## src/rtl/wor_timer_defines.vh

```
// Constants for the wake-on-radio sleep timer control block.
// Assumes the block is clocked from the crystal oscillator clock.
`ifndef WOR_TIMER_DEFINES_VH
`define WOR_TIMER_DEFINES_VH

// Register offsets on the register port
`define OFS_FIRST_COUNT_HIGH 6'h1E
`define OFS_FIRST_COUNT_LOW  6'h1F
`define OFS_WAKE_CONTROL     6'h20

// Control register field positions
`define BIT_RC_POWERDOWN     7
`define MSB_SECOND_CODE      6
`define LSB_SECOND_CODE      4
`define BIT_RC_CALIB_ENABLE  3
`define BIT_UNUSED_CONTROL   2
`define MSB_RESOLUTION       1
`define LSB_RESOLUTION       0

// Reset values
`define RST_FIRST_COUNT_HIGH 8'h87
`define RST_FIRST_COUNT_LOW  8'h6B
`define RST_RC_POWERDOWN     1'h1
`define RST_SECOND_CODE      3'h7
`define RST_RC_CALIB_ENABLE  1'h1
`define RST_RESOLUTION       2'h0

// Crystal periods in one RC oscillator period
`define RC_DIVIDE            750
// RC periods spent in the automatic initial calibration
`define CALIB_RC_PERIODS     8

`endif

```

## src/rtl/wake_on_radio_timer_control.v

```verilog
// Wake-on-radio sleep timer control: register file, RC clock derivation,
// automatic RC calibration and the first and second timeout counters.
// Assumes a single crystal clock domain and a simple synchronous register
// port; all inputs are synchronous to clk.
`timescale 1ns/1ps
`include "wor_timer_defines.vh"

// Operation
// - Clearing bit 7 powers RC, starts calibration.
// - RC period is 750 crystal periods.
// - Code 6:4 picks 4..48 RC periods.
// - Second-timeout code resets to 7, read-write.
// - Bit 3 enables calibration; resets to one.
// - Resolution 1:0 scales unit by 32^n.
// - Every resolution setting is honoured.
// - First timeout is 750*count*2^(5*res) crystal periods.
// - Count split high/low bytes, reset 0x87/0x6B.
module wake_on_radio_timer_control
#(
   parameter RC_DIVIDE   = `RC_DIVIDE,
   parameter CALIB_TICKS = `CALIB_RC_PERIODS
)
(
   // Clock and reset
   input  wire       clk,
   input  wire       rst_b,
   // Register port
   input  wire [5:0] regAddr,
   input  wire       regWrEn,
   input  wire [7:0] regWrData,
   input  wire       regRdEn,
   output reg  [7:0] regRdData,
   // Timer status and events
   output reg        rcRunning,
   output reg        rcTick,
   output reg        calibBusy,
   output reg        firstTimeout,
   output reg        secondTimeout
);

   // Register storage
   reg  [7:0]  countHigh_reg;      // First-timeout count, high byte
   reg  [7:0]  countLow_reg;       // First-timeout count, low byte
   reg         rcPowerdown_reg;    // RC oscillator power-down
   reg  [2:0]  secondCode_reg;     // Second-timeout code
   reg         calibEnable_reg;    // RC calibration enable
   reg  [1:0]  resolution_reg;     // First-timeout resolution

   // Timer state
   reg  [9:0]  rcDiv_reg;          // Crystal-to-RC divider
   reg  [14:0] prescale_reg;       // RC periods within one count unit
   reg  [15:0] unitCnt_reg;        // Count units elapsed
   reg  [5:0]  secondCnt_reg;      // RC periods since first timeout
   reg         secondArmed_reg;    // Second timeout pending
   reg  [3:0]  calibCnt_reg;       // Calibration progress

   wire [15:0] firstCount;         // Full 16-bit first-timeout count
   wire        writeCtrl;          // Control register write strobe
   wire        rcTickNow;          // RC period boundary this cycle
   wire [14:0] unitLast;           // Last prescale value of one unit
   wire        unitDone;           // One count unit ends this cycle
   wire        firstDone;          // First timeout expires this cycle
   wire        secondDone;         // Second timeout expires this cycle

   // Second-timeout code to RC periods
   function [5:0] second_periods;
      input [2:0] code;
      begin
         case (code)
            3'h0:    second_periods = 6'h04;
            3'h1:    second_periods = 6'h06;
            3'h2:    second_periods = 6'h08;
            3'h3:    second_periods = 6'h0C;
            3'h4:    second_periods = 6'h10;
            3'h5:    second_periods = 6'h18;
            3'h6:    second_periods = 6'h20;
            default: second_periods = 6'h30;
         endcase
      end
   endfunction

   // Resolution to RC periods per unit, minus one
   function [14:0] unit_last;
      input [1:0] res;
      begin
         case (res)
            2'h0:    unit_last = 15'h0000;
            2'h1:    unit_last = 15'h001F;
            2'h2:    unit_last = 15'h03FF;
            default: unit_last = 15'h7FFF;
         endcase
      end
   endfunction

   assign firstCount = {countHigh_reg, countLow_reg};
   assign writeCtrl  = regWrEn && (regAddr == `OFS_WAKE_CONTROL);
   // RC runs only while powered; the divider marks each RC period
   assign rcTickNow  = !rcPowerdown_reg &&
                       (rcDiv_reg == RC_DIVIDE[9:0] - 10'h001);
   // Every resolution setting scales the unit, none is refused
   assign unitLast   = unit_last(resolution_reg);
   assign unitDone   = rcTickNow && (prescale_reg == unitLast);
   // A zero count behaves as one unit so the timer never stalls
   assign firstDone  = unitDone &&
                       (unitCnt_reg + 16'h0001 >= firstCount);
   assign secondDone = rcTickNow && secondArmed_reg &&
                       (secondCnt_reg + 6'h01 ==
                        second_periods(secondCode_reg));

   // Register writes; every field loads its default at reset
   always @(posedge clk or negedge rst_b)
   begin
      if (!rst_b)
      begin
         countHigh_reg   <= `RST_FIRST_COUNT_HIGH;
         countLow_reg    <= `RST_FIRST_COUNT_LOW;
         rcPowerdown_reg <= `RST_RC_POWERDOWN;
         secondCode_reg  <= `RST_SECOND_CODE;
         calibEnable_reg <= `RST_RC_CALIB_ENABLE;
         resolution_reg  <= `RST_RESOLUTION;
      end
      else if (regWrEn)
      begin
         if (regAddr == `OFS_FIRST_COUNT_HIGH)
            countHigh_reg <= regWrData;
         if (regAddr == `OFS_FIRST_COUNT_LOW)
            countLow_reg <= regWrData;
         if (writeCtrl)
         begin
            rcPowerdown_reg <= regWrData[`BIT_RC_POWERDOWN];
            secondCode_reg  <=
               regWrData[`MSB_SECOND_CODE:`LSB_SECOND_CODE];
            calibEnable_reg <= regWrData[`BIT_RC_CALIB_ENABLE];
            resolution_reg  <=
               regWrData[`MSB_RESOLUTION:`LSB_RESOLUTION];
         end
      end
   end

   // Registered read data; unused bit 2 and unmapped offsets read zero
   always @(posedge clk or negedge rst_b)
   begin
      if (!rst_b)
         regRdData <= 8'h00;
      else if (regRdEn)
      begin
         case (regAddr)
            `OFS_FIRST_COUNT_HIGH: regRdData <= countHigh_reg;
            `OFS_FIRST_COUNT_LOW:  regRdData <= countLow_reg;
            `OFS_WAKE_CONTROL:     regRdData <= {rcPowerdown_reg,
                                                 secondCode_reg,
                                                 calibEnable_reg,
                                                 1'b0,
                                                 resolution_reg};
            default:               regRdData <= 8'h00;
         endcase
      end
   end

   // RC clock divider; held in reset while powered down to save power
   always @(posedge clk or negedge rst_b)
   begin
      if (!rst_b)
         rcDiv_reg <= 10'h000;
      else if (rcPowerdown_reg || rcTickNow)
         rcDiv_reg <= 10'h000;
      else
         rcDiv_reg <= rcDiv_reg + 10'h001;
   end

   // Automatic initial calibration on a 1-to-0 power-down write
   always @(posedge clk or negedge rst_b)
   begin
      if (!rst_b)
         calibCnt_reg <= 4'h0;
      else if (writeCtrl && rcPowerdown_reg &&
               !regWrData[`BIT_RC_POWERDOWN] &&
               regWrData[`BIT_RC_CALIB_ENABLE])
         calibCnt_reg <= CALIB_TICKS[3:0];
      else if (rcPowerdown_reg || !calibEnable_reg)
         calibCnt_reg <= 4'h0;
      else if (rcTickNow && (calibCnt_reg != 4'h0))
         calibCnt_reg <= calibCnt_reg - 4'h1;
   end

   // First timeout: unit prescaler and unit counter, restarting at expiry
   always @(posedge clk or negedge rst_b)
   begin
      if (!rst_b)
      begin
         prescale_reg <= 15'h0000;
         unitCnt_reg  <= 16'h0000;
      end
      else if (rcPowerdown_reg)
      begin
         // A powered-down oscillator restarts the timeout from zero
         prescale_reg <= 15'h0000;
         unitCnt_reg  <= 16'h0000;
      end
      else if (rcTickNow)
      begin
         // Shrinking the resolution mid-unit must not strand the count
         if (prescale_reg >= unitLast)
         begin
            prescale_reg <= 15'h0000;
            if (firstDone)
               unitCnt_reg <= 16'h0000;
            else
               unitCnt_reg <= unitCnt_reg + 16'h0001;
         end
         else
            prescale_reg <= prescale_reg + 15'h0001;
      end
   end

   // Second timeout: armed at each first expiry, counts RC periods
   always @(posedge clk or negedge rst_b)
   begin
      if (!rst_b)
      begin
         secondCnt_reg   <= 6'h00;
         secondArmed_reg <= 1'b0;
      end
      else if (rcPowerdown_reg)
      begin
         secondCnt_reg   <= 6'h00;
         secondArmed_reg <= 1'b0;
      end
      else if (firstDone)
      begin
         // A new first timeout restarts any second timeout in flight
         secondCnt_reg   <= 6'h00;
         secondArmed_reg <= 1'b1;
      end
      else if (secondDone)
      begin
         secondCnt_reg   <= 6'h00;
         secondArmed_reg <= 1'b0;
      end
      else if (rcTickNow && secondArmed_reg)
         secondCnt_reg <= secondCnt_reg + 6'h01;
   end

   // Status and event outputs, all from flip-flops
   always @(posedge clk or negedge rst_b)
   begin
      if (!rst_b)
      begin
         rcRunning     <= 1'b0;
         rcTick        <= 1'b0;
         calibBusy     <= 1'b0;
         firstTimeout  <= 1'b0;
         secondTimeout <= 1'b0;
      end
      else
      begin
         rcRunning     <= !rcPowerdown_reg;
         rcTick        <= rcTickNow;
         calibBusy     <= (calibCnt_reg != 4'h0);
         firstTimeout  <= firstDone;
         secondTimeout <= secondDone;
      end
   end

endmodule // wake_on_radio_timer_control

```

## config.mk

```make
export PLATFORM = sky130hd
export DESIGN_NAME = wake_on_radio_timer_control
export DESIGN_NICKNAME = d
export VERILOG_FILES = /design/src/rtl/wake_on_radio_timer_control.v
export VERILOG_INCLUDE_DIRS = /design/src /design/src/rtl
export SDC_FILE = /design/constraint.sdc
export NUM_CORES = 1
export LEC_CHECK = 0
export ABC_AREA = 1
export BUFFER_PORTS_ARGS = -buffer_cell sky130_fd_sc_hd__clkbuf_2
export CAP_MARGIN = 25
export CORE_MARGIN = 2
export CORE_UTILIZATION = 35
export CTS_CLUSTER_DIAMETER = 120
export DETAILED_ROUTE_END_ITERATION = 8
export PLACE_DENSITY = 0.52
export SLEW_MARGIN = 10
export SYNTH_ARGS = -nofsm -noshare
export SYNTH_HDL_FRONTEND = slang
export SYNTH_SLANG_ARGS = --single-unit
```

## constraint.sdc

```tcl
create_clock -name clk -period 6.3 [get_ports clk]
set_input_delay 0.63 -clock clk [delete_from_list [all_inputs] [get_ports clk]]
set_output_delay 0.63 -clock clk [all_outputs]
set_load 0.005 [all_outputs]
```

; ---- Yosys cells after proc, flatten, opt, wreduce, memory -nomap -nowiden
; Cells that the tools add are included.
[totals]
word_cells = 87
output_inout_bits = 13
inputBits = 18
regBits = 88
[op_classes]
addsub = 5
n_eq_ne = 14
n_lt_le_gt_ge = 2
n_mux = 21
n_reduce_logical = 27
[op_table]
columns = op, n
row1 = $mux 16, 4
row2 = $mux 15, 3
row3 = $pmux 15 s3, 1
row4 = $pmux 6 s7, 1
row5 = $mux 6, 4
row6 = $pmux 8 s3, 1
row7 = $add 16x1->16 const B, 1
row8 = $ge 16x16->1, 1
row9 = $add 15x1->15 const B, 1
row10 = $eq 15x15->1, 1
row11 = $ge 15x15->1, 1
row12 = $eq 6x5->1 const B, 2
row13 = $mux 4, 3
row14 = $add 10x1->10 const B, 1
row15 = $eq 10x10->1 const B, 1
row16 = $logic_and 1x1->1, 10
row17 = $mux 10, 1
row18 = $eq 3x3->1 const B, 3
row19 = $reduce_and 2->1, 4
row20 = $reduce_bool 4->1, 2
row21 = $add 6x1->6 const B, 1
row22 = $eq 3x2->1 const B, 2
row23 = $eq 6x6->1, 1
row24 = $eq 6x6->1 const B, 1
row25 = 11 further kinds, 18

; ---- Logic depth before layout (Yosys ltp)
; Gate-level depths: netlist of the first run.
[logic_depth]
ltp_word = 9
mapped_depth = 19

; ---- Worst setup path after synthesis of the first run
; Ideal clock, no wire load.
[synth_timing]
path_type = register to register
startpoint = register unitCnt_reg[0]
endpoint = register unitCnt_reg[13]
arrival_time_ns = 2.475
synth_period_minus_slack_ns = 2.549
stages_incl_launch_ff = 18
t_required_ns = 6.226
slack_ns = 3.751
path_cell_list = dfrtp_1 ha_1 nand3_1 nor2_1 nand3b_1 nor2_2 nand3_1 nand2_1 nand2_1 ha_1 nand2_1 o21ai_0 a21oi_1 nand2_1 a21oi_4 buf_6 nand2_1 o21ai_2
[synth_between]
elab_chain_cells = 7
[synth_rtl]
columns = item, line
row1 = start: declaration, wake_on_radio_timer_control.v:52  ; reg [15:0] unitCnt_reg;
row2 = start signal: assignment, wake_on_radio_timer_control.v:209  ; unitCnt_reg <= unitCnt_reg + 16'h0001;
row3 = $add 16x1->16 *, "wake_on_radio_timer_control.v:105, wake_on_radio_timer_control.v:209"
row4 = $ge 16x16->1, wake_on_radio_timer_control.v:105  ; (unitCnt_reg + 16'h0001 >= firstCount);
row5 = $logic_and 1x1->1, wake_on_radio_timer_control.v:104  ; assign firstDone = unitDone &&
row6 = $mux 16 *, wake_on_radio_timer_control.v:206  ; if (firstDone)
row7 = $mux 16 *, wake_on_radio_timer_control.v:203  ; if (prescale_reg >= unitLast)
row8 = $mux 16 *, wake_on_radio_timer_control.v:200  ; else if (rcTickNow)
row9 = $mux 16 *, wake_on_radio_timer_control.v:194  ; else if (rcPowerdown_reg)
; Mark *: on every way between the ends. The rest lies on a longest branch, timed or not. The select of a mux whose other input is x is not followed.
; A chain may end at the register's enable or synchronous reset.

; ---- Final worst setup path of the first run
[layout_timing]
startpoint = register unitCnt_reg[0]
endpoint = register unitCnt_reg[0]
; The elaborated chain is that of the path after synthesis.

==> impl_metrics.py, run 1 <==
metrics = {
    "run_status": {
        "status": "finished, final reports clean",
    },
    "finish": {
        "fillers": 1553,
        "multi_input_comb_area_sq_um": 2735,
        "final_nets": 774,
        "diodes": 0,
        "seq_area_sq_um": 2220,
        "largest_register_ffs": 16,
        "drive_gt1_share_pct": 12.29,
        "area_growth_pct": 11.22,
    },
    "logic_synthesis": {
        "ys_ff_latch": 88,
        "synth_adder_area_share_pct": 8.504,
        "ys.flop_type": "dfrtp_1",
        "yosys.area_share.simple_pct": 26.36,
        "synth_area_sq_um": 5444,
        "synth.distinct_cells": 42,
        "avgSynthCellArea_sq_um": 7.844,
        "synth_area_leaders": "dfrtp_1, nand2_1, ha_1, dfstp_2, inv_1",
        "synth.yosys.seq_area_share_pct": 40.77,
        "synth-edff-count": 0,
        "muxShareOfSynthArea_pct": 0.4137,
        "synth.most_common_cell": "nand2_1",
        "synth_compound_area_share_pct": 11.26,
        "synth-xor-area-share_pct": 3.700,
        "synth_cells": 694,
        "yosys_warnings": 0,
        "synth_top_family_by_area": "simple AND/OR/NAND/NOR gates",
        "async_flop_share_pct": 100.0,
        "synth_largest_area_cell": "dfrtp_1",
        "yosys.area.top_type_share_pct": 34.02,
        "synthTopCellsByCount": "nand2_1, inv_1, dfrtp_1",
        "synthesis.nets": 749,
    },
    "worst_setup_path": {
        "required_ns": 6.56,
        "worst-endpoint-arrival_ns": 3.45,
        "crit_path_start_kind": "register",
        "criticalPathCategory": "register to register",
        "critical_path.max_fanout": 28,
        "cp-startpoint": "unitCnt_reg[0]",
        "endpoint": "unitCnt_reg[0]",
        "reg2reg_slack_ns": 3.11,
        "timing.rr.end": "unitCnt_reg[0]",
        "r2r_start": "unitCnt_reg[0]",
        "worstSetupEndpointType": "register",
        "rr_worst_depth": 17,
    },
    "worst_hold_path": {
        "worstHoldPathType": "primary input to asynchronous set/reset pin",
    },
    "floorplanning": {
        "fp-row-count": 45,
        "ios": 31,
        "initial_utilization_pct": 35.81,
        "core_area_sq_um": 15200,
        "fp.dieArea_sq_um": 16570,
        "die_w_um": 128.7,
        "die_h_um": 128.7,
    },
    "clock_network": {
        "cts_tree": "done",
        "numCtsBuffers": 9,
        "cts_root_buf": "clkbuf_16",
        "clk_latency_ns": 0.35,
        "htreeDepth": 3,
        "cts_num_sinks": 88,
        "ctsResizeCount": 0,
        "postCtsSetupBuffers": 0,
        "cts_hold_repair.buffers": 0,
        "clk_pin_slew_ns": 0.07,
        "cts_buffer_depth": 2,
    },
    "run": {
        "drv_cap": 0,
    },
    "power": {
        "vdd_drop_max_mv": 0.1469,
        "p_leak_uw": 0.002865,
        "fin_total_pwr_uw": 1584,
        "p_per_area_nw_per_um2": 261.6,
    },
    "global_route": {
        "grt_antenna_before_repair": 0,
        "overflow": 0,
        "grt_util_all_layers_pct": 16.24,
        "grt_pass1_vias": 4363,
        "grt_pass1_wl_um": 21380,
        "grt_start_max_net_pins": 58,
    },
    "placed_design": {
        "io_buffers": 30,
        "routabilityCongestion": 0.8513,
        "dp_hpwl_um": 9409,
    },
    "route": {
        "num_vias": 4502,
        "dr.pass1.iters": 4,
        "wl_per_cell_um": 13.72,
        "post_drt_via_cell_ratio": 4.936,
        "wirelength_um": 12520,
        "ant_nets": 0,
        "drc": 0,
        "drtIter0Drc": 232,
    },
    "timing": {
        "max_slew_margin_pct": 38.59,
        "worstMarginPinSlew_ns": 0.9178,
        "fin_setup_tns_ns": 0,
        "maxSlewViolCount": 0,
        "final-hold-violation-count": 0,
        "period_share_pct": 50.58,
        "setup_viol": 0,
        "rsz0062_at_grt": "false",
        "max_freq_mhz": 313.8,
        "fin_crit_ns": 3.186,
        "finClkSkew_ns": 0.005121,
    },
}
how the worst min path moves through the flow:
stage                    startpoint               to  depth (start not counted)
detailed placement  countLow_reg[3]  countLow_reg[3]                          2
global placement    countLow_reg[1]  countLow_reg[1]                          2
global route                  rst_b     regRdData[2]                          1
CTS                           rst_b     regRdData[7]                          1
floorplan                     rst_b        calibBusy                          0
finish                        rst_b     regRdData[2]                          1
per-layer routing:
layer / track usage, % / share of wire (%)
met1: 21.50 / 48
met2: 26.11 / 46
met3: 3.202 / 3.7
met4: 6.650 / 2.4
met5: 0 / 0
logic make-up after synthesis:
kind of cell / after synthesis
xor gates and xnor gates: 23
DFF: 88
adders and majority gates: 37
buffers and inverters: 117
muxes: 2
and+or+nand+nor: 316
AOI/OAI and AO/OA: 111
metrics by stage:
step / utilization (%) / cells / instance area (sq um) / hold WS (ns) / setup slack [ns]
4_1_cts: 39.83 / 912 / 6055 / 0.2263 / 3.134
2_1_floorplan: - / 694 / 5444 / 0.3344 / 3.751
3_3_place_gp: 37.66 / 896 / 5725 / 0.4656 / 3.277
5_1_grt: 39.83 / 912 / 6055 / 0.2449 / 2.729
3_5_place_dp: 37.66 / 896 / 5725 / 0.4681 / 3.155
6_report: 39.83 / 912 / 6055 / 0.2149 / 3.114
placed cells by master, fill, tap and decap left out, types with 10 or more instances in the layout:
| master | count |
|---|---|
| a21oi_1 | 35 |
| clkbuf_2 | 29 |
| dfrtp_1 | 74 |
| dfstp_2 | 14 |
| ha_1 | 37 |
| inv_1 | 95 |
| nand2_1 | 172 |
| nand3_1 | 39 |
| nand4_1 | 24 |
| nor2_1 | 44 |
| nor3_1 | 10 |
| o21ai_0 | 41 |
| o21ai_1 | 19 |
| xor2_1 | 15 |
cell type report:
type	count	area share, %
Clock buffer	10	3.947
Clock inverter	6	1.488
Inverter	100	6.200
Multi-Input combinational cell	489	45.17
Sequential cell	88	36.66
Tap cell	188	3.885
Timing Repair Buffer	31	2.645
worst max-delay path, cell delays in order (launching register included):
cell and delay (ns):
dfrtp_1 0.42, ha_1 0.21, nand3_1 0.18, nor2_1 0.18
nand2_1 0.09, xnor2_1 0.29, ha_1 0.30, nand2_1 0.06
inv_1 0.04, nand2_1 0.07, nor2_1 0.05, nor2_1 0.07
nand2_1 0.08, nand2_1 0.06, nand2_1 0.11, a21oi_4 0.59
nand2_1 0.12, o21ai_0 0.18
report_power, final:
group | switching (uW) | leakage (uW) | internal [uW]
clock network | 236 | 0.000159 | 360
registers | 39.2 | 0.00116 | 623
logic | 223 | 0.00155 | 104
total | 498 | 0.00287 | 1090
No activity file was read; power rests on OpenSTA's default activity.
==> run 2: changes to the inputs <==
==> constraint.sdc (replaced) <==
create_clock -name clk -period 3 [get_ports clk]
set_input_delay 0.3 -clock clk [delete_from_list [all_inputs] [get_ports clk]]
set_output_delay 0.3 -clock clk [all_outputs]
set_load 0.005 [all_outputs]
==> run 2 against run 1 <==
Effect of this change: largest cell class unchanged; core utilization increased by 1.5 points; die area unchanged; critical path type unchanged; flip-flop and latch count did not move; first-iteration DRC count increased by 24%; hold slack got worse by 0.049 ns; routed wire length up 5.2%; sequential power up 110%; critical path depth is the same; power is 110% higher; via count up 2.9%; combinational power is 140% higher; cell area increased by 3.8%.
==> impl_metrics.py, run 2 (synthesis gave the netlist of run 1 again) <==
metrics = {
    "route": {
        "wirelength_um": 13170,
        "ant_nets": 0,
        "dr.pass1.iters": 5,
        "num_vias": 4634,
        "post_drt_via_cell_ratio": 5.021,
        "drtIter0Drc": 287,
        "drc": 0,
        "wl_per_cell_um": 14.27,
    },
    "worst_hold_path": {
        "worstHoldPathType": "primary input to register",
    },
    "clock_network": {
        "cts_root_buf": "clkbuf_16",
        "numCtsBuffers": 9,
        "htreeDepth": 3,
        "clk_pin_slew_ns": 0.07,
        "cts_tree": "done",
        "clk_latency_ns": 0.36,
        "cts_num_sinks": 88,
        "cts_buffer_depth": 2,
    },
    "timing": {
        "worstMarginPinSlew_ns": 0.6271,
        "period_share_pct": 94.38,
        "fin_crit_ns": 2.832,
        "maxSlewViolCount": 0,
        "setup_viol": 0,
        "whs_ns": 0.1655,
        "setup_slack_ns": 0.1685,
        "finClkSkew_ns": 0.009285,
        "final-hold-violation-count": 0,
        "max_freq_mhz": 353.2,
        "max_slew_margin_pct": 58.05,
    },
    "run": {
        "drv_cap": 0,
    },
    "placed_design": {
        "io_buffers": 30,
        "place_inst": 901,
        "dp_hpwl_um": 9545,
        "routabilityCongestion": 0.8351,
        "place_ws_ns": 0.1141,
    },
    "global_route": {
        "grt_antenna_before_repair": 0,
        "overflow": 0,
        "grt-busiest-layer": "met2",
        "grt_use_met2_pct": 27.26,
        "grt_start_max_net_pins": 46,
        "grt_pass1_wl_um": 22110,
        "met1_usage_pct": 22.21,
        "grt_util_all_layers_pct": 17.02,
        "gr-usage-met3_pct": 3.742,
        "grt_pass1_vias": 4500,
    },
    "floorplanning": {
        "ios": 31,
        "fp-row-count": 45,
        "die_h_um": 128.7,
        "core_area_sq_um": 15200,
        "die_w_um": 128.7,
        "initial_utilization_pct": 35.81,
        "fp.dieArea_sq_um": 16570,
    },
    "power": {
        "vdd_drop_max_mv": 0.2916,
        "p_per_area_nw_per_um2": 535.9,
        "p_leak_uw": 0.002952,
    },
    "finish": {
        "final_cells": 923,
        "diodes": 0,
        "final_nets": 785,
        "largest_register_ffs": 16,
        "area_growth_pct": 15.40,
        "final_common_cell": "nand2_1",
        "final_cell_mix": "nand2_1, inv_1, dfrtp_1",
        "drive_gt1_share_pct": 16.05,
    },
    "run_status": {
        "status": "finished, final reports clean",
    },
    "worst_setup_path": {
        "reg2reg_slack_ns": 0.17,
        "worstSetupEndpointType": "register",
        "crit_path_start_kind": "register",
        "critical_path.max_fanout": 7,
        "criticalPathCategory": "register to register",
        "required_ns": 3.27,
        "worst-endpoint-arrival_ns": 3.10,
    },
}
[run 2: changes by cell type in the layout (fill, tap and decap cells not counted), sizes merged]
cell,delta
clkinv,+1
buf,+8
bufinv,-1
dlygate4sd3,+1
clkbuf,+2
clkinvlp,-1
inv,+1
[run 2: final timing paths]
path                       cells past startpoint              end       startpoint
max                                           17   unitCnt_reg[3]   unitCnt_reg[1]
min                                            3  rcPowerdown_reg     regWrData[7]
max reg2reg                                   17   unitCnt_reg[3]   unitCnt_reg[1]
min reg2reg                                    2  countLow_reg[6]  countLow_reg[6]
max in group asynchronous                      3  calibEnable_reg            rst_b
min in group asynchronous                      2     regRdData[6]            rst_b
[run 2: worst max-delay path, stage by stage, from the launching register on]
cell,delay (ns)
dfrtp_1,0.43
ha_4,0.18
nand3_4,0.11
nor2_4,0.11
nand3b_1,0.13
nor2_2,0.19
nand3_1,0.08
nand2_1,0.06
nand2_1,0.07
ha_1,0.28
nand2_1,0.10
o21ai_0,0.09
a21oi_1,0.15
nand2_2,0.10
a21oi_4,0.28
clkbuf_16,0.21
nand2_1,0.04
o21ai_0,0.13
[run 2: report_power, final]
part           leakage, uW  internal [uW]  switching, uW  total [uW]
logic              0.00164            279            489         767
registers          0.00115           1310           85.5        1390
clock network     0.000155            682            523        1210
[run 2: cell type report]
class | count | area [sq um]
Sequential cell | 88 | 2226
Fill cell | 1538 | 8920
Multi-Input combinational cell | 489 | 2838
Inverter | 100 | 375.4
Clock inverter | 6 | 76.32
Clock buffer | 10 | 239.0
Timing Repair Buffer | 42 | 292.8
Tap cell | 188 | 235.2
[run 2: metrics by stage]
stage	utilization (%)	TNS [ns]	total power, uW	instance area, sq um
finish	41.33	0	3366	6282
global route	41.33	-0.09973	3569	6282
detailed placement	37.99	0	2120	5776
CTS	40.13	0	3342	6101
global placement	37.99	0	2098	5776
floorplan	-	0	1914	5444
[run 2: repair_timing]
| action | in CTS | in global routing |
|---|---|---|
| hold buffers | 1 | 0 |
| gates resized for setup | 0 | 28 |
| endpoints found under the setup margin | 0 | 23 |
| endpoints found under the hold margin | 27 | 0 |
| buffers inserted | 0 | 3 |
[run 2: per-layer routing]
metal  wire length [um]  part of all wire [%]  vias to the layer above
met4                320                   2.4                        0
met2               6086                    46                      101
met5                  0                     0                        -
met3                630                   4.8                       24
met1               6132                    47                     2164
li1                   -                     -                     2345
